[src/ulf_pkg.sv]
package ulf_pkg;

    // ------------------------------------------------------------
    // Register map
    // ------------------------------------------------------------
    localparam logic [31:0] ULF_FCTL_ADDR = 32'h4000_8008;
    localparam logic [31:0] ULF_LFMT_ADDR = 32'h4000_800c;
    // Only the low byte of the address is decoded
    localparam logic [7:0] ULF_OFF_FCTL = ULF_FCTL_ADDR[7:0];
    localparam logic [7:0] ULF_OFF_LFMT = ULF_LFMT_ADDR[7:0];
    localparam logic [7:0] ULF_OFF_ISTS = 8'h10;
    localparam logic [7:0] ULF_OFF_IMSK = 8'h14;
    localparam logic [7:0] ULF_OFF_STAT = 8'h18;

    // ------------------------------------------------------------
    // Field positions
    // ------------------------------------------------------------
    localparam int ULF_FC_EN = 0;
    localparam int ULF_FC_RXFL = 1;
    localparam int ULF_FC_TXFL = 2;
    localparam int ULF_FC_TRIG_LO = 6;
    localparam int ULF_LF_WLS_LO = 0;
    localparam int ULF_LF_STOP = 2;
    localparam int ULF_LF_PEN = 3;
    localparam int ULF_LF_PTYPE_LO = 4;
    localparam int ULF_LF_BREAK = 6;
    localparam int ULF_LF_DIV = 7;
    localparam int ULF_IRQ_RDA = 0;
    localparam int ULF_IRQ_ENCHG = 1;

    // ------------------------------------------------------------
    // Encodings and values
    // ------------------------------------------------------------
    localparam logic [4:0] ULF_TRIG_L0 = 5'h01;
    localparam logic [4:0] ULF_TRIG_L1 = 5'h04;
    localparam logic [4:0] ULF_TRIG_L2 = 5'h08;
    localparam logic [4:0] ULF_TRIG_L3 = 5'h0e;
    localparam logic [3:0] ULF_WLS_BASE = 4'h5;
    localparam logic [2:0] ULF_STOP_ONE = 3'h2;
    localparam logic [2:0] ULF_STOP_ONE_HALF = 3'h3;
    localparam logic [2:0] ULF_STOP_TWO = 3'h4;
    localparam logic [1:0] ULF_RESP_OKAY = 2'h0;
    localparam logic [1:0] ULF_RESP_SLVERR = 2'h2;

    typedef enum logic [1:0] {
        ULF_PAR_ODD = 2'b00,
        ULF_PAR_EVEN = 2'b01,
        ULF_PAR_ONE = 2'b10,
        ULF_PAR_ZERO = 2'b11
    } ulf_par_t;

    // ------------------------------------------------------------
    // Module state
    // ------------------------------------------------------------
    typedef struct packed {
        logic awready;
        logic wready;
        logic arready;
        logic aw_ok;
        logic [7:0] aw_addr;
        logic w_ok;
        logic [7:0] w_byte;
        logic w_lane0;
        logic bvalid;
        logic [1:0] bresp;
        logic rvalid;
        logic [31:0] rdata;
        logic [1:0] rresp;
        logic fifo_en;
        logic [1:0] trig;
        logic rx_flush;
        logic tx_flush;
        logic [7:0] lfmt;
        logic [1:0] irq_sts;
        logic [1:0] irq_msk;
        logic receive_data_available_irq;
        logic irq;
        logic txd;
    } ulf_state_t;

    localparam ulf_state_t ULF_RST = '{txd: 1'b1, default: '0};

    typedef struct packed {
        logic [3:0] char_bits;
        logic [2:0] stop_halves;
        logic tx_par;
        logic rx_err;
    } ulf_fmt_state_t;

endpackage

[src/ulf_fmt_if.sv]
`timescale 1ns/100ps
interface ulf_fmt_if;
    logic [1:0] word_length_select;
    logic stop_sel;
    logic par_en;
    logic [1:0] par_type;
    logic [7:0] tx_char;
    logic [7:0] rx_char;
    logic rx_par_bit;
    logic [3:0] char_bits;
    logic [2:0] stop_halves;
    logic tx_par;
    logic rx_err;

    modport ctl (
        output word_length_select, stop_sel, par_en, par_type, tx_char, rx_char, rx_par_bit,
        input char_bits, stop_halves, tx_par, rx_err
    );
    modport fmt (
        input word_length_select, stop_sel, par_en, par_type, tx_char, rx_char, rx_par_bit,
        output char_bits, stop_halves, tx_par, rx_err
    );
endinterface

[src/ulf_fmt.sv]
`timescale 1ns/100ps
module ulf_fmt (
    // Clock and reset
    input wire logic clk,
    input wire logic nrst,
    // Format link to the control block
    ulf_fmt_if.fmt f
);

    ulf_pkg::ulf_fmt_state_t s_r;
    ulf_pkg::ulf_fmt_state_t s_nxt;
    logic [7:0] mask;
    logic tx_ones;
    logic rx_ones;

    // ------------------------------------------------------------
    // Character format decode and parity
    // ------------------------------------------------------------
    always_comb begin
        mask = 8'hff >> (2'd3 - f.word_length_select);
        tx_ones = ^(f.tx_char & mask);
        rx_ones = ^(f.rx_char & mask);
        s_nxt = s_r;
        s_nxt.char_bits = ulf_pkg::ULF_WLS_BASE + {2'b00, f.word_length_select};
        // Five-bit characters shorten the long stop to one and a half
        if (!f.stop_sel) begin
            s_nxt.stop_halves = ulf_pkg::ULF_STOP_ONE;
        end else if (f.word_length_select == 2'b00) begin
            s_nxt.stop_halves = ulf_pkg::ULF_STOP_ONE_HALF;
        end else begin
            s_nxt.stop_halves = ulf_pkg::ULF_STOP_TWO;
        end
        case (f.par_type)
            ulf_pkg::ULF_PAR_ODD: s_nxt.tx_par = ~tx_ones;
            ulf_pkg::ULF_PAR_EVEN: s_nxt.tx_par = tx_ones;
            ulf_pkg::ULF_PAR_ONE: s_nxt.tx_par = 1'b1;
            ulf_pkg::ULF_PAR_ZERO: s_nxt.tx_par = 1'b0;
            default: s_nxt.tx_par = 1'b0;
        endcase
        // Receive check only runs with parity enabled
        case (f.par_type)
            ulf_pkg::ULF_PAR_ODD: s_nxt.rx_err = ~(rx_ones ^ f.rx_par_bit);
            ulf_pkg::ULF_PAR_EVEN: s_nxt.rx_err = rx_ones ^ f.rx_par_bit;
            ulf_pkg::ULF_PAR_ONE: s_nxt.rx_err = ~f.rx_par_bit;
            ulf_pkg::ULF_PAR_ZERO: s_nxt.rx_err = f.rx_par_bit;
            default: s_nxt.rx_err = 1'b0;
        endcase
        s_nxt.rx_err = s_nxt.rx_err & f.par_en;
    end

    // State register
    always_ff @(posedge clk or negedge nrst) begin
        if (!nrst) begin
            s_r <= '0;
        end else begin
            s_r <= s_nxt;
        end
    end

    assign f.char_bits = s_r.char_bits;
    assign f.stop_halves = s_r.stop_halves;
    assign f.tx_par = s_r.tx_par;
    assign f.rx_err = s_r.rx_err;

endmodule

[src/ulf_ctl.sv]
// The implementer's own choice: the AXI4-Lite interface to the registers.
`timescale 1ns/100ps
// Summary of operation
// - Enable bit 0 at 1 turns on both FIFOs and admits the upper control bits.
// - Any change of the enable bit flushes both FIFOs.
// - Writing 1 to the receive flush bit with enable 1 empties the receive FIFO once.
// - Writing 1 to the transmit flush bit with enable 1 empties the transmit FIFO once.
// - Writing 0 to a flush bit leaves its FIFO alone unless the same write changes the enable bit.
// - The FIFO control register cannot be read back; it reads zero.
// - Trigger field selects 1, 4, 8 or 14 characters.
// - Word length field selects 5, 6, 7 or 8 data bits.
// - Parity enable adds parity on transmit and checks it on receive.
// - Parity type: odd, even, forced one, forced zero.
// - Break bit holds the serial output low.
// - Divisor gate bit opens access to the baud divisor latches.
// - Data-available interrupt is high while fill is at or above trigger.
module ulf_ctl (
    // Clock and reset
    input wire logic CORE_CLK,
    input wire logic NRST,
    // AXI4-Lite write address and data
    input wire logic [31:0] AWADDR,
    input wire logic AWVALID,
    output logic AWREADY,
    input wire logic [31:0] WDATA,
    input wire logic [3:0] WSTRB,
    input wire logic WVALID,
    output logic WREADY,
    // AXI4-Lite write response
    output logic [1:0] BRESP,
    output logic BVALID,
    input wire logic BREADY,
    // AXI4-Lite read
    input wire logic [31:0] ARADDR,
    input wire logic ARVALID,
    output logic ARREADY,
    output logic [31:0] RDATA,
    output logic [1:0] RRESP,
    output logic RVALID,
    input wire logic RREADY,
    // FIFO side
    input wire logic [4:0] RX_FILL,
    output logic FIFO_ENABLE,
    output logic RX_FLUSH,
    output logic TX_FLUSH,
    output logic RDA_IRQ,
    // Serial line and character path
    input wire logic TX_SERIAL,
    output logic TXD,
    input wire logic [7:0] TX_CHAR,
    input wire logic [7:0] RX_CHAR,
    input wire logic RX_PAR_BIT,
    // Character format
    output logic [3:0] WORD_BITS,
    output logic [2:0] STOP_HALVES,
    output logic PARITY_ENABLE,
    output logic TX_PARITY_BIT,
    output logic RX_PARITY_ERR,
    output logic DIV_ACCESS,
    // Interrupt
    output logic IRQ
);

    ulf_pkg::ulf_state_t s_r;
    ulf_pkg::ulf_state_t s_nxt;
    ulf_fmt_if fmt_if ();
    logic [4:0] trig_count;
    logic [1:0] irq_set;
    logic [1:0] irq_clr;
    logic wr_fire;
    logic [7:0] wb;

    // ------------------------------------------------------------
    // Format and parity helper
    // ------------------------------------------------------------
    assign fmt_if.word_length_select = s_r.lfmt[ulf_pkg::ULF_LF_WLS_LO +: 2];
    assign fmt_if.stop_sel = s_r.lfmt[ulf_pkg::ULF_LF_STOP];
    assign fmt_if.par_en = s_r.lfmt[ulf_pkg::ULF_LF_PEN];
    assign fmt_if.par_type = s_r.lfmt[ulf_pkg::ULF_LF_PTYPE_LO +: 2];
    assign fmt_if.tx_char = TX_CHAR;
    assign fmt_if.rx_char = RX_CHAR;
    assign fmt_if.rx_par_bit = RX_PAR_BIT;

    ulf_fmt u_fmt (
        .clk(CORE_CLK),
        .nrst(NRST),
        .f(fmt_if.fmt)
    );

    // ------------------------------------------------------------
    // Next-state logic
    // ------------------------------------------------------------
    always_comb begin
        s_nxt = s_r;
        irq_set = 2'b00;
        irq_clr = 2'b00;
        wb = s_r.w_byte;
        wr_fire = s_r.aw_ok && s_r.w_ok && !s_r.bvalid;
        // Flush strobes are one cycle long: the bits clear themselves
        s_nxt.rx_flush = 1'b0;
        s_nxt.tx_flush = 1'b0;

        // Address and data are taken independently, in either order
        if (AWVALID && s_r.awready) begin
            s_nxt.aw_ok = 1'b1;
            s_nxt.aw_addr = AWADDR[7:0];
        end
        if (WVALID && s_r.wready) begin
            s_nxt.w_ok = 1'b1;
            s_nxt.w_byte = WDATA[7:0];
            s_nxt.w_lane0 = WSTRB[0];
        end
        if (s_r.bvalid && BREADY) begin
            s_nxt.bvalid = 1'b0;
        end

        // Write commit once both halves are held
        if (wr_fire) begin
            s_nxt.aw_ok = 1'b0;
            s_nxt.w_ok = 1'b0;
            s_nxt.bvalid = 1'b1;
            s_nxt.bresp = ulf_pkg::ULF_RESP_OKAY;
            case (s_r.aw_addr)
                ulf_pkg::ULF_OFF_FCTL: begin
                    if (s_r.w_lane0) begin
                        // A toggle of the enable empties both FIFOs
                        if (wb[ulf_pkg::ULF_FC_EN] != s_r.fifo_en) begin
                            s_nxt.rx_flush = 1'b1;
                            s_nxt.tx_flush = 1'b1;
                            irq_set[ulf_pkg::ULF_IRQ_ENCHG] = 1'b1;
                        end
                        s_nxt.fifo_en = wb[ulf_pkg::ULF_FC_EN];
                        // Upper bits only count when this write enables
                        if (wb[ulf_pkg::ULF_FC_EN]) begin
                            s_nxt.trig = wb[ulf_pkg::ULF_FC_TRIG_LO +: 2];
                            // A zero leaves the FIFO untouched
                            if (wb[ulf_pkg::ULF_FC_RXFL]) begin
                                s_nxt.rx_flush = 1'b1;
                            end
                            if (wb[ulf_pkg::ULF_FC_TXFL]) begin
                                s_nxt.tx_flush = 1'b1;
                            end
                        end
                    end
                end
                ulf_pkg::ULF_OFF_LFMT: begin
                    if (s_r.w_lane0) begin
                        s_nxt.lfmt = wb;
                    end
                end
                ulf_pkg::ULF_OFF_ISTS: begin
                    if (s_r.w_lane0) begin
                        irq_clr = wb[1:0];
                    end
                end
                ulf_pkg::ULF_OFF_IMSK: begin
                    if (s_r.w_lane0) begin
                        s_nxt.irq_msk = wb[1:0];
                    end
                end
                ulf_pkg::ULF_OFF_STAT: begin
                    s_nxt.bresp = ulf_pkg::ULF_RESP_OKAY;
                end
                default: begin
                    s_nxt.bresp = ulf_pkg::ULF_RESP_SLVERR;
                end
            endcase
        end

        // Read channel: one read at a time, answered next cycle
        if (s_r.rvalid && RREADY) begin
            s_nxt.rvalid = 1'b0;
        end
        if (ARVALID && s_r.arready) begin
            s_nxt.rvalid = 1'b1;
            s_nxt.rresp = ulf_pkg::ULF_RESP_OKAY;
            s_nxt.rdata = 32'h0000_0000;
            case (ARADDR[7:0])
                ulf_pkg::ULF_OFF_FCTL: begin
                    s_nxt.rdata = 32'h0000_0000;
                end
                ulf_pkg::ULF_OFF_LFMT: begin
                    s_nxt.rdata = {24'h00_0000, s_r.lfmt};
                end
                ulf_pkg::ULF_OFF_ISTS: begin
                    s_nxt.rdata = {30'h0000_0000, s_r.irq_sts};
                end
                ulf_pkg::ULF_OFF_IMSK: begin
                    s_nxt.rdata = {30'h0000_0000, s_r.irq_msk};
                end
                ulf_pkg::ULF_OFF_STAT: begin
                    s_nxt.rdata = {19'h0_0000, RX_FILL, 4'h0,
                                   s_r.receive_data_available_irq, s_r.trig, s_r.fifo_en};
                end
                default: begin
                    s_nxt.rresp = ulf_pkg::ULF_RESP_SLVERR;
                end
            endcase
        end

        // Data-available level follows fill against the trigger
        case (s_r.trig)
            2'b00: trig_count = ulf_pkg::ULF_TRIG_L0;
            2'b01: trig_count = ulf_pkg::ULF_TRIG_L1;
            2'b10: trig_count = ulf_pkg::ULF_TRIG_L2;
            2'b11: trig_count = ulf_pkg::ULF_TRIG_L3;
            default: trig_count = ulf_pkg::ULF_TRIG_L0;
        endcase
        s_nxt.receive_data_available_irq = (RX_FILL >= trig_count);
        irq_set[ulf_pkg::ULF_IRQ_RDA] = s_nxt.receive_data_available_irq && !s_r.receive_data_available_irq;

        // Sticky status: a new event beats a same-cycle clear
        s_nxt.irq_sts = (s_r.irq_sts & ~irq_clr) | irq_set;
        s_nxt.irq = |(s_nxt.irq_sts & s_nxt.irq_msk);

        // Break overrides whatever the transmitter shifts out
        s_nxt.txd = s_r.lfmt[ulf_pkg::ULF_LF_BREAK] ? 1'b0 : TX_SERIAL;

        // Ready flags are registered from the state they will see
        s_nxt.awready = !s_nxt.aw_ok && !s_nxt.bvalid;
        s_nxt.wready = !s_nxt.w_ok && !s_nxt.bvalid;
        s_nxt.arready = !s_nxt.rvalid;
    end

    // State register; fields start at zero, line idles high
    always_ff @(posedge CORE_CLK or negedge NRST) begin
        if (!NRST) begin
            s_r <= ulf_pkg::ULF_RST;
        end else begin
            s_r <= s_nxt;
        end
    end

    // ------------------------------------------------------------
    // Outputs
    // ------------------------------------------------------------
    assign AWREADY = s_r.awready;
    assign WREADY = s_r.wready;
    assign ARREADY = s_r.arready;
    assign BVALID = s_r.bvalid;
    assign BRESP = s_r.bresp;
    assign RVALID = s_r.rvalid;
    assign RDATA = s_r.rdata;
    assign RRESP = s_r.rresp;
    assign FIFO_ENABLE = s_r.fifo_en;
    assign RX_FLUSH = s_r.rx_flush;
    assign TX_FLUSH = s_r.tx_flush;
    assign RDA_IRQ = s_r.receive_data_available_irq;
    assign TXD = s_r.txd;
    assign WORD_BITS = fmt_if.char_bits;
    assign STOP_HALVES = fmt_if.stop_halves;
    assign PARITY_ENABLE = s_r.lfmt[ulf_pkg::ULF_LF_PEN];
    assign TX_PARITY_BIT = fmt_if.tx_par;
    assign RX_PARITY_ERR = fmt_if.rx_err;
    assign DIV_ACCESS = s_r.lfmt[ulf_pkg::ULF_LF_DIV];
    assign IRQ = s_r.irq;

endmodule

[config.mk]
export PLATFORM = sky130hd
export DESIGN_NAME = ulf_ctl
export DESIGN_NICKNAME = d
export VERILOG_FILES = /design/src/ulf_pkg.sv /design/src/ulf_fmt_if.sv /design/src/ulf_fmt.sv /design/src/ulf_ctl.sv
export SDC_FILE = /design/constraint.sdc
export NUM_CORES = 1
export LEC_CHECK = 0
export BUFFER_PORTS_ARGS = -buffer_cell sky130_fd_sc_hd__buf_4
export CAP_MARGIN = 25
export CORE_MARGIN = 10
export CORE_UTILIZATION = 40
export CTS_CLUSTER_SIZE = 25
export DETAILED_ROUTE_END_ITERATION = 10
export GPL_TIMING_DRIVEN = 0
export PLACE_DENSITY = 0.7
export SYNTH_ARGS = -nofsm -noshare
export SYNTH_HDL_FRONTEND = slang
export SYNTH_SLANG_ARGS = --single-unit
[constraint.sdc]
create_clock -name CORE_CLK -period 3.59 [get_ports CORE_CLK]
set_input_delay 0.718 -clock CORE_CLK [delete_from_list [all_inputs] [get_ports CORE_CLK]]
set_output_delay 0.718 -clock CORE_CLK [all_outputs]
set_load 0.005 [all_outputs]
---- Word level (Yosys, flattened, before mapping) ----
Index checks and enable logic that the tools add are counted.
word-level totals
  register bits ........................... 89
  word-level logic and storage cells ...... 122
  output and inout port bits .............. 58
cells by class
  shift-type cells ........................ 1
  reductions and logical operators ........ 27
  add/sub/neg operators ................... 2
  equality and inequality tests ........... 17
  bitwise logic cells ..................... 11
  multiplexer cells ....................... 36
  $lt $le $gt $ge ......................... 1
operator list
  kind                                                               number
  13-bit one-hot mux with 4 select lines                             1
  8-bit by 5-bit == test with 1-bit output, second input constant    6
  35-bit 2-to-1 mux                                                  1
  8-bit by 4-bit == test with 1-bit output, second input constant    4
  2-bit 2-to-1 mux                                                   12
  10-bit 2-to-1 mux                                                  2
  5-bit one-hot mux with 4 select lines                              1
  8-bit bitwise AND                                                  2
  8-bit 2-to-1 mux                                                   2
  8-bit parity                                                       2
  1-bit 2-to-1 mux                                                   11
  1-bit logical AND                                                  10
  5-bit OR reduction                                                 2
  3-bit 2-to-1 mux                                                   3
  9-bit 2-to-1 mux                                                   1
  2-bit == test, second input constant                               4
  1-bit one-hot mux with 4 select lines                              2
  8-bit by 2-bit >> shifter with 8-bit output, first input constant  1
  1-bit logical NOT                                                  6
  2-bit logical NOT                                                  3
  3-bit AND reduction                                                2
  5-bit greater-or-equal comparator                                  1
  3-bit by 2-bit adder with 4-bit output, first input constant       1
  2-bit bitwise AND                                                  2
  other kinds (10)                                                   13

---- Longest topological paths before layout ----
Gate-level depths: netlist (run 1).
  depth in word-level cells ............... 8
  mapped depth ............................ 7
  mapped depth without buffers ............ 7

---- Cells and area by module ----
From an unflattened synthesis (run 1), not the netlist that was laid out.
second synthesis, totals
  cells, all modules ...................... 300
  area, all modules ....................... 3310.7 um2
by module, submodules not included
  module   area an instance (um2)  times used  sequential area each (um2)  cells each
  ulf_ctl  2832.7                  1           1477.7                      259
  ulf_fmt  478.0                   1           225.2                       41

---- Worst setup path before layout (run 1) ----
Ideal clock, no wire load.
  path type ............................... input port to flip-flop
  start ................................... in ARADDR[7]
  end ..................................... reg s_r, in the netlist RDATA[10]
  stages .................................. 4
  slack ................................... 1.452 ns
  setup time .............................. 0.067 ns
  data arrival time ....................... 2.071 ns
  cells stage by stage .................... or4_1 > or3_1 > nor2_1 > a22o_1
between the ends
  word-level cells in the longest chain between the ends .. 2
  elaborated cells on any way between the ends .. 5
  those cells by class .................... eq/ne: 4; mux: 1
RTL lines
  element                                                                                               RTL line        source
  from (decl)                                                                                           ulf_ctl.sv:34   input wire logic [31:0] ARADDR,
  8-bit by 5-bit == test with 1-bit output or 8-bit by 4-bit == test with 1-bit output (tied branches)  ulf_ctl.sv:178  case (ARADDR[7:0])
  13-bit one-hot mux with 4 select lines (*)                                                            ulf_ctl.sv:178
  to (signal assigned)                                                                                  ulf_ctl.sv:228  s_r <= ulf_pkg::ULF_RST;
  to (signal assigned)                                                                                  ulf_ctl.sv:230  s_r <= s_nxt;
  to (decl)                                                                                             ulf_ctl.sv:64   ulf_pkg::ulf_state_t s_r;
Mark *: on every way between the ends. The rest lies on a longest branch, timed or not.
A chain may end at the register's enable or synchronous reset.

---- Worst setup path in the final report (run 1) ----
  start ................................... reg s_r[68] (netlist name)
  end ..................................... reg s_r, in the netlist DIV_ACCESS
between the ends
  word-level cells in the longest chain between the ends .. 2
RTL lines
  element                                   RTL line        source
  8-bit by 4-bit == test with 1-bit output  ulf_ctl.sv:123  case (s_r.aw_addr)
  3-bit AND reduction (no source line)      -
No other way between the ends.

==> results.cfg, run 1 <==
[floorplanning]
initial_core_util = 0.413
die_area_um2 = 11900
num_rows = 32
die_y_um = 109
floorplan.io_pins = 188
core-area_um2 = 7730
die_w_um = 109

[critical_path]
end_kind = register
crit_fanout = 10
worstPathArrival_ns = 2.42
required_ns = 3.82
cp_cell_sequence = or4_4, nor4b_2, and4b_2, buf_4, mux2_2
startpoint_type = register
crit_slowest_cell = or4_4
cp_top_family = simple AND/OR/NAND/NOR gates
path_class = register to register
crit_path_max_incr_delay_ns = 0.55
cp_num_buf_inv = 1

[timing]
hold_viol = 0
skew_ns = 0.00962
slew_headroom = 0.452
worst_slew_pin_slew_ns = 0.822
rsz0062_at_grt = false
period_share = 0.611
fin_crit_ns = 2.19
slew_viol_final = 0
fmax_mhz = 456
setup_viol_count_final = 0
finalSetupTns_ns = 0

[logic_synthesis]
synthesis.instances = 269
syn_avg_cell_area_um2 = 11.9
yosysTopAreaCellShare = 0.526
yosysWarnings = 0
syn_area_um2 = 3190
yosysMostFrequentCell = dfrtp_1
synth-main-ff-cell = dfrtp_1
synthArstFlopShare = 1.00
ys_seq_area_frac = 0.534
synth-seq-cells = 68
ys_types = 42
synth_edf_count = 0
synth.area.top_cells = dfrtp_1 (53%), mux2_2 (9.5%), buf_4 (8.7%), a22o_1 (3.0%), xnor2_1 (3.0%)
synthTopCellsByCount = dfrtp_1 (67), buf_4 (37), mux2_2 (27)
post-synth-top-area-cell = dfrtp_1

[clock_network]
htree_levels = 3
cts.sinks = 68
clock_latency_ns = 0.34
path_clk_slew_ns = 0.07
cts_resized = 0
cts_buffers = 9
post_cts_buffers = 0
cts_tree = done
root_buffer = clkbuf_8
cts_buffer_depth = 2
ctsHoldBuffers = 0

[run]
drv_cap = 0

[detailed_routing]
wl_met3_um = 800
detail_route.wl_per_cell_um = 14.9
ant_nets = 0
wl_met2_um = 3570
vias = 2244
drt_iter0_drc = 68
routed_wl_um = 7400
top_layer_used = met4
drtPass1Iterations = 4
via_per_inst = 4.51
wl_met1_um = 2950
drc = 0

[global_routing]
antenna_found_initial = 0
grtUsageTotal = 0.124
grt-ovfl-total = 0
grt_pass1_wl_um = 11500
grt_pass1_vias = 2363
grt_start_max_net_pins = 69

[hold_path]
hold_path.class = register to register

[placed_design]
numPortBuffers = 91
place_inst = 482
dp_hpwl_um = 5890
gp_congestion = 0.729

[final_layout]
final_nets = 527
syn_to_final_growth_pct = 34.6
drive_gt1_frac = 0.442
final_cell_count_no_fill = 498
antenna_cells = 0

[run_status]
status = completed

[power]
peakVddDrop_v = 0.000444
leakage_nw = 2.16
powerDensity_nw_per_um2 = 524
total_power_mw = 2.25
## registers in the layout, summed over array words and instances, names as in the netlist, 2 cells and up
register,cells
RDATA,13
fmt_if.par_type,2
fmt_if.word_length_select,2
s_r,18
u_fmt.f.char_bits,4
u_fmt.f.stop_halves,3
wb,8
## report_power, final
group          switching (mW)  internal, mW
Clock                   0.275         0.409
Sequential              0.132         0.931
Combinational           0.198         0.303
Total                   0.606          1.64
## cell usage in the layout (no fill, tap or decap), types with 6 or more instances in the layout
master and count:
a22o_1 11, buf_4 128, clkbuf_8 10, conb_1 21, dfrtp_1 67, ha_1 6, inv_1 12, mux2_2 27
nand2_1 25, nor2_1 10, nor2b_1 7, o21ai_0 11, xnor2_1 11
## cell families (layout without fill, tap and decap cells)
group,count (synthesis),after routing,share of synthesized area
compound gates,36,36,0.0805
xor+xnor,15,15,0.0498
fa+ha+maj,6,6,0.0235
buf+inv,51,158,0.104
flops,68,68,0.534
mux,29,29,0.102
other cells,1,21,0.00118
simple gates,63,63,0.106
## through the flow
step                utilization  worst slack, ns  instance area (um^2)  hold slack, ns
floorplan                     -             1.45                  3260           0.387
global placement          0.527             1.13                  4070           0.427
detailed placement        0.527             1.10                  4070           0.437
CTS                       0.555             1.39                  4290           0.448
global route              0.555             1.30                  4290           0.468
finish                    0.555             1.40                  4290           0.439
## per-layer routing
metal,track usage,vias to the layer above
met5,0,-
met4,0.0418,0
met2,0.201,86
li1,-,1113
met1,0.141,1037
met3,0.0625,8
## layout make-up
cell class,instances,area [um^2]
inverters,12,45.0
multi-input cells,170,1230
well taps,102,128
fillers,687,3440
repair buffers,91,683
clock buffers,12,145
clock inverters,4,72.6
plain buffers,39,285
flip-flops and latches,68,1700
## final timing paths
| check | slack, ns | cells after the start | to | from |
|---|---|---|---|---|
| worst max-delay path | 1.40 | 5 | DIV_ACCESS | s_r[68] |
| worst min-delay path | 0.44 | 1 | TXD | s_r[13] |
| worst max register to register | 1.40 | 5 | DIV_ACCESS | s_r[68] |
| worst min register to register | 0.44 | 1 | TXD | s_r[13] |
| max in group asynchronous | 2.59 | 1 | RDA_IRQ | NRST |
| min in group asynchronous | 0.47 | 1 | WREADY | NRST |
Power figures use the tool's default switching activity.
==> run 2: changes to the inputs <==
Settings changed: ABC_AREA set to 1, PLACE_DENSITY 0.7 to 0.69.
Clock period 3.59 ns to 2.2 ns, I/O delays scaled along.
==> run 2 against run 1 <==
Clock power increased by 68%. Flip-flop and latch count unchanged. Non-clock buffer count increased by 2. Wire length increased by 12%. Count of clock-buffer cells in the layout decreased by 2. Highest routed layer unchanged.
==> results.cfg, run 2 <==
[final_layout]
nFillCells = 846
final_nets = 676
antenna_cells = 0
drive_gt1_frac = 0.321
final_cell_mix = buf_4 (127), nand2_1 (120), dfrtp_1 (67)
largest_reg_flops = 18
layout_commonest_cell = buf_4
fin_util = 0.536
largest-register = s_r
syn_to_final_growth_pct = 32.0

[timing]
period_share = 0.738
setup_viol_count_final = 0
fin_crit_ns = 1.62
finalSetupTns_ns = 0
worst_slew_pin_slew_ns = 0.841
hold_viol = 0
slew_headroom = 0.439
rsz0062_at_grt = false
fmax_mhz = 616
slew_viol_final = 0
skew_ns = 0.00733

[logic_synthesis]
synth-main-ff-cell = dfrtp_1
synth-seq-cells = 68
synthArstFlopShare = 1.00
synthTopCellsByCount = nand2_1 (120), dfrtp_1 (67), inv_1 (55)
synth_edf_count = 0
ys_seq_area_frac = 0.488
synth.area.top_cells = dfrtp_1 (48%), nand2_1 (13%), buf_4 (7.8%), inv_1 (5.9%), nor2_1 (2.7%)
post-synth-top-area-cell = dfrtp_1
synthesis.instances = 418
syn_avg_cell_area_um2 = 8.34
yosysMostFrequentCell = nand2_1
syn_area_um2 = 3490
yosysTopAreaCellShare = 0.481
yosysWarnings = 0
ys_types = 37

[placed_design]
numPortBuffers = 91
gp_congestion = 0.791
dp_hpwl_um = 6610

[detailed_routing]
drc = 0
drt_iter0_drc = 91
ant_nets = 0
vias = 2888
routed_wl_um = 8290
drtPass1Iterations = 4
via_per_inst = 4.42
detail_route.wl_per_cell_um = 12.7

[clock_network]
htree_levels = 3
path_clk_slew_ns = 0.07
clock_latency_ns = 0.33
cts_tree = done
cts_resized = 0
post_cts_buffers = 0
cts_buffer_depth = 2
cts.sinks = 68
ctsHoldBuffers = 0
root_buffer = clkbuf_8
cts_buffers = 9

[floorplanning]
floorplan.io_pins = 188
initial_core_util = 0.406
die_area_um2 = 12900
die_w_um = 113
die_y_um = 113
core-area_um2 = 8590
num_rows = 34

[global_routing]
grt_pass1_vias = 2973
grt_pass1_wl_um = 13600
grtUsageTotal = 0.128
grt-ovfl-total = 0
grt_start_max_net_pins = 69
antenna_found_initial = 0

[critical_path]
worstPathArrival_ns = 1.84
end_kind = register
required_ns = 2.42
path_class = register to register
startpoint_type = register
crit_fanout = 6

[power]
peakVddDrop_v = 0.000657
leakage_nw = 2.52
powerDensity_nw_per_um2 = 775

[run]
drv_cap = 0

[hold_path]
hold_path.class = primary input to asynchronous set/reset pin

[run_status]
status = completed
-- run 2: worst paths after layout --
path                             endpoint  depth (start not counted)                    startpoint  slack (ns)
max                        u_fmt.f.tx_par                         12  fmt_if.word_length_select[1]        0.58
min                               s_r[74]                          1                          NRST        0.19
min in group CORE_CLK                 TXD                          3                     TX_SERIAL        0.28
min reg2reg                           TXD                          1                       s_r[13]        0.44
max in group asynchronous       RDATA[12]                          1                          NRST        1.44
max reg2reg                u_fmt.f.tx_par                         12  fmt_if.word_length_select[1]        0.58
-- run 2: logic make-up after synthesis --
family,synth area share
AOI/OAI and AO/OA,0.0822
adders and majority gates,0.0215
other,0.00108
and+or+nand+nor,0.225
muxes,0.0129
buffers and inverters,0.154
xor gates and xnor gates,0.0151
DFF,0.488
-- run 2: cell type report --
type / count / area, um^2 / share of cell area
well taps: 108 / 135 / 0.0293
flip-flops and latches: 68 / 1700 / 0.370
repair buffers: 91 / 683 / 0.148
multi-input cells: 266 / 1320 / 0.287
inverters: 63 / 236 / 0.0514
clock inverters: 6 / 86.3 / 0.0187
plain buffers: 41 / 299 / 0.0649
clock buffers: 10 / 138 / 0.0299
-- run 2: routing by layer --
layer / routed length [um] / GRT usage / part of all wire / vias up
li1: - / - / - / 1494
met1: 3500 / 0.146 / 0.42 / 1306
met2: 4060 / 0.215 / 0.49 / 79
met5: 0 / 0 / 0 / -
met4: 79 / 0.0406 / 0.0095 / 0
met3: 652 / 0.0488 / 0.079 / 9
-- run 2: worst max-delay path, cell delays in order, from the launching register on --
cell	delay [ns]
dfrtp_1	0.46
inv_1	0.09
ha_1	0.22
inv_2	0.06
nand2_1	0.07
xor2_1	0.18
inv_1	0.06
nand2_1	0.07
nand2_1	0.05
nand2_1	0.07
nand2_1	0.06
nand2_1	0.06
nand3_1	0.06
-- run 2: per-stage QoR --
| stage | instance area [um^2] | worst slack (ns) | cells | hold slack (ns) | power (mW) |
|---|---|---|---|---|---|
| global route | 4600 | 0.389 | 653 | 0.277 | 3.81 |
| CTS | 4600 | 0.572 | 653 | 0.241 | 3.62 |
| detailed placement | 4380 | 0.544 | 637 | 0.435 | 2.45 |
| finish | 4600 | 0.576 | 653 | 0.191 | 3.57 |
| floorplan | 3560 | 0.804 | 438 | 0.144 | 2.12 |
| global placement | 4380 | 0.571 | 637 | 0.421 | 2.42 |
-- run 2: power by group --
group / switching (mW) / internal, mW / total [mW]
logic: 0.458 / 0.356 / 0.814
clock network: 0.477 / 0.669 / 1.15
registers: 0.133 / 1.48 / 1.61
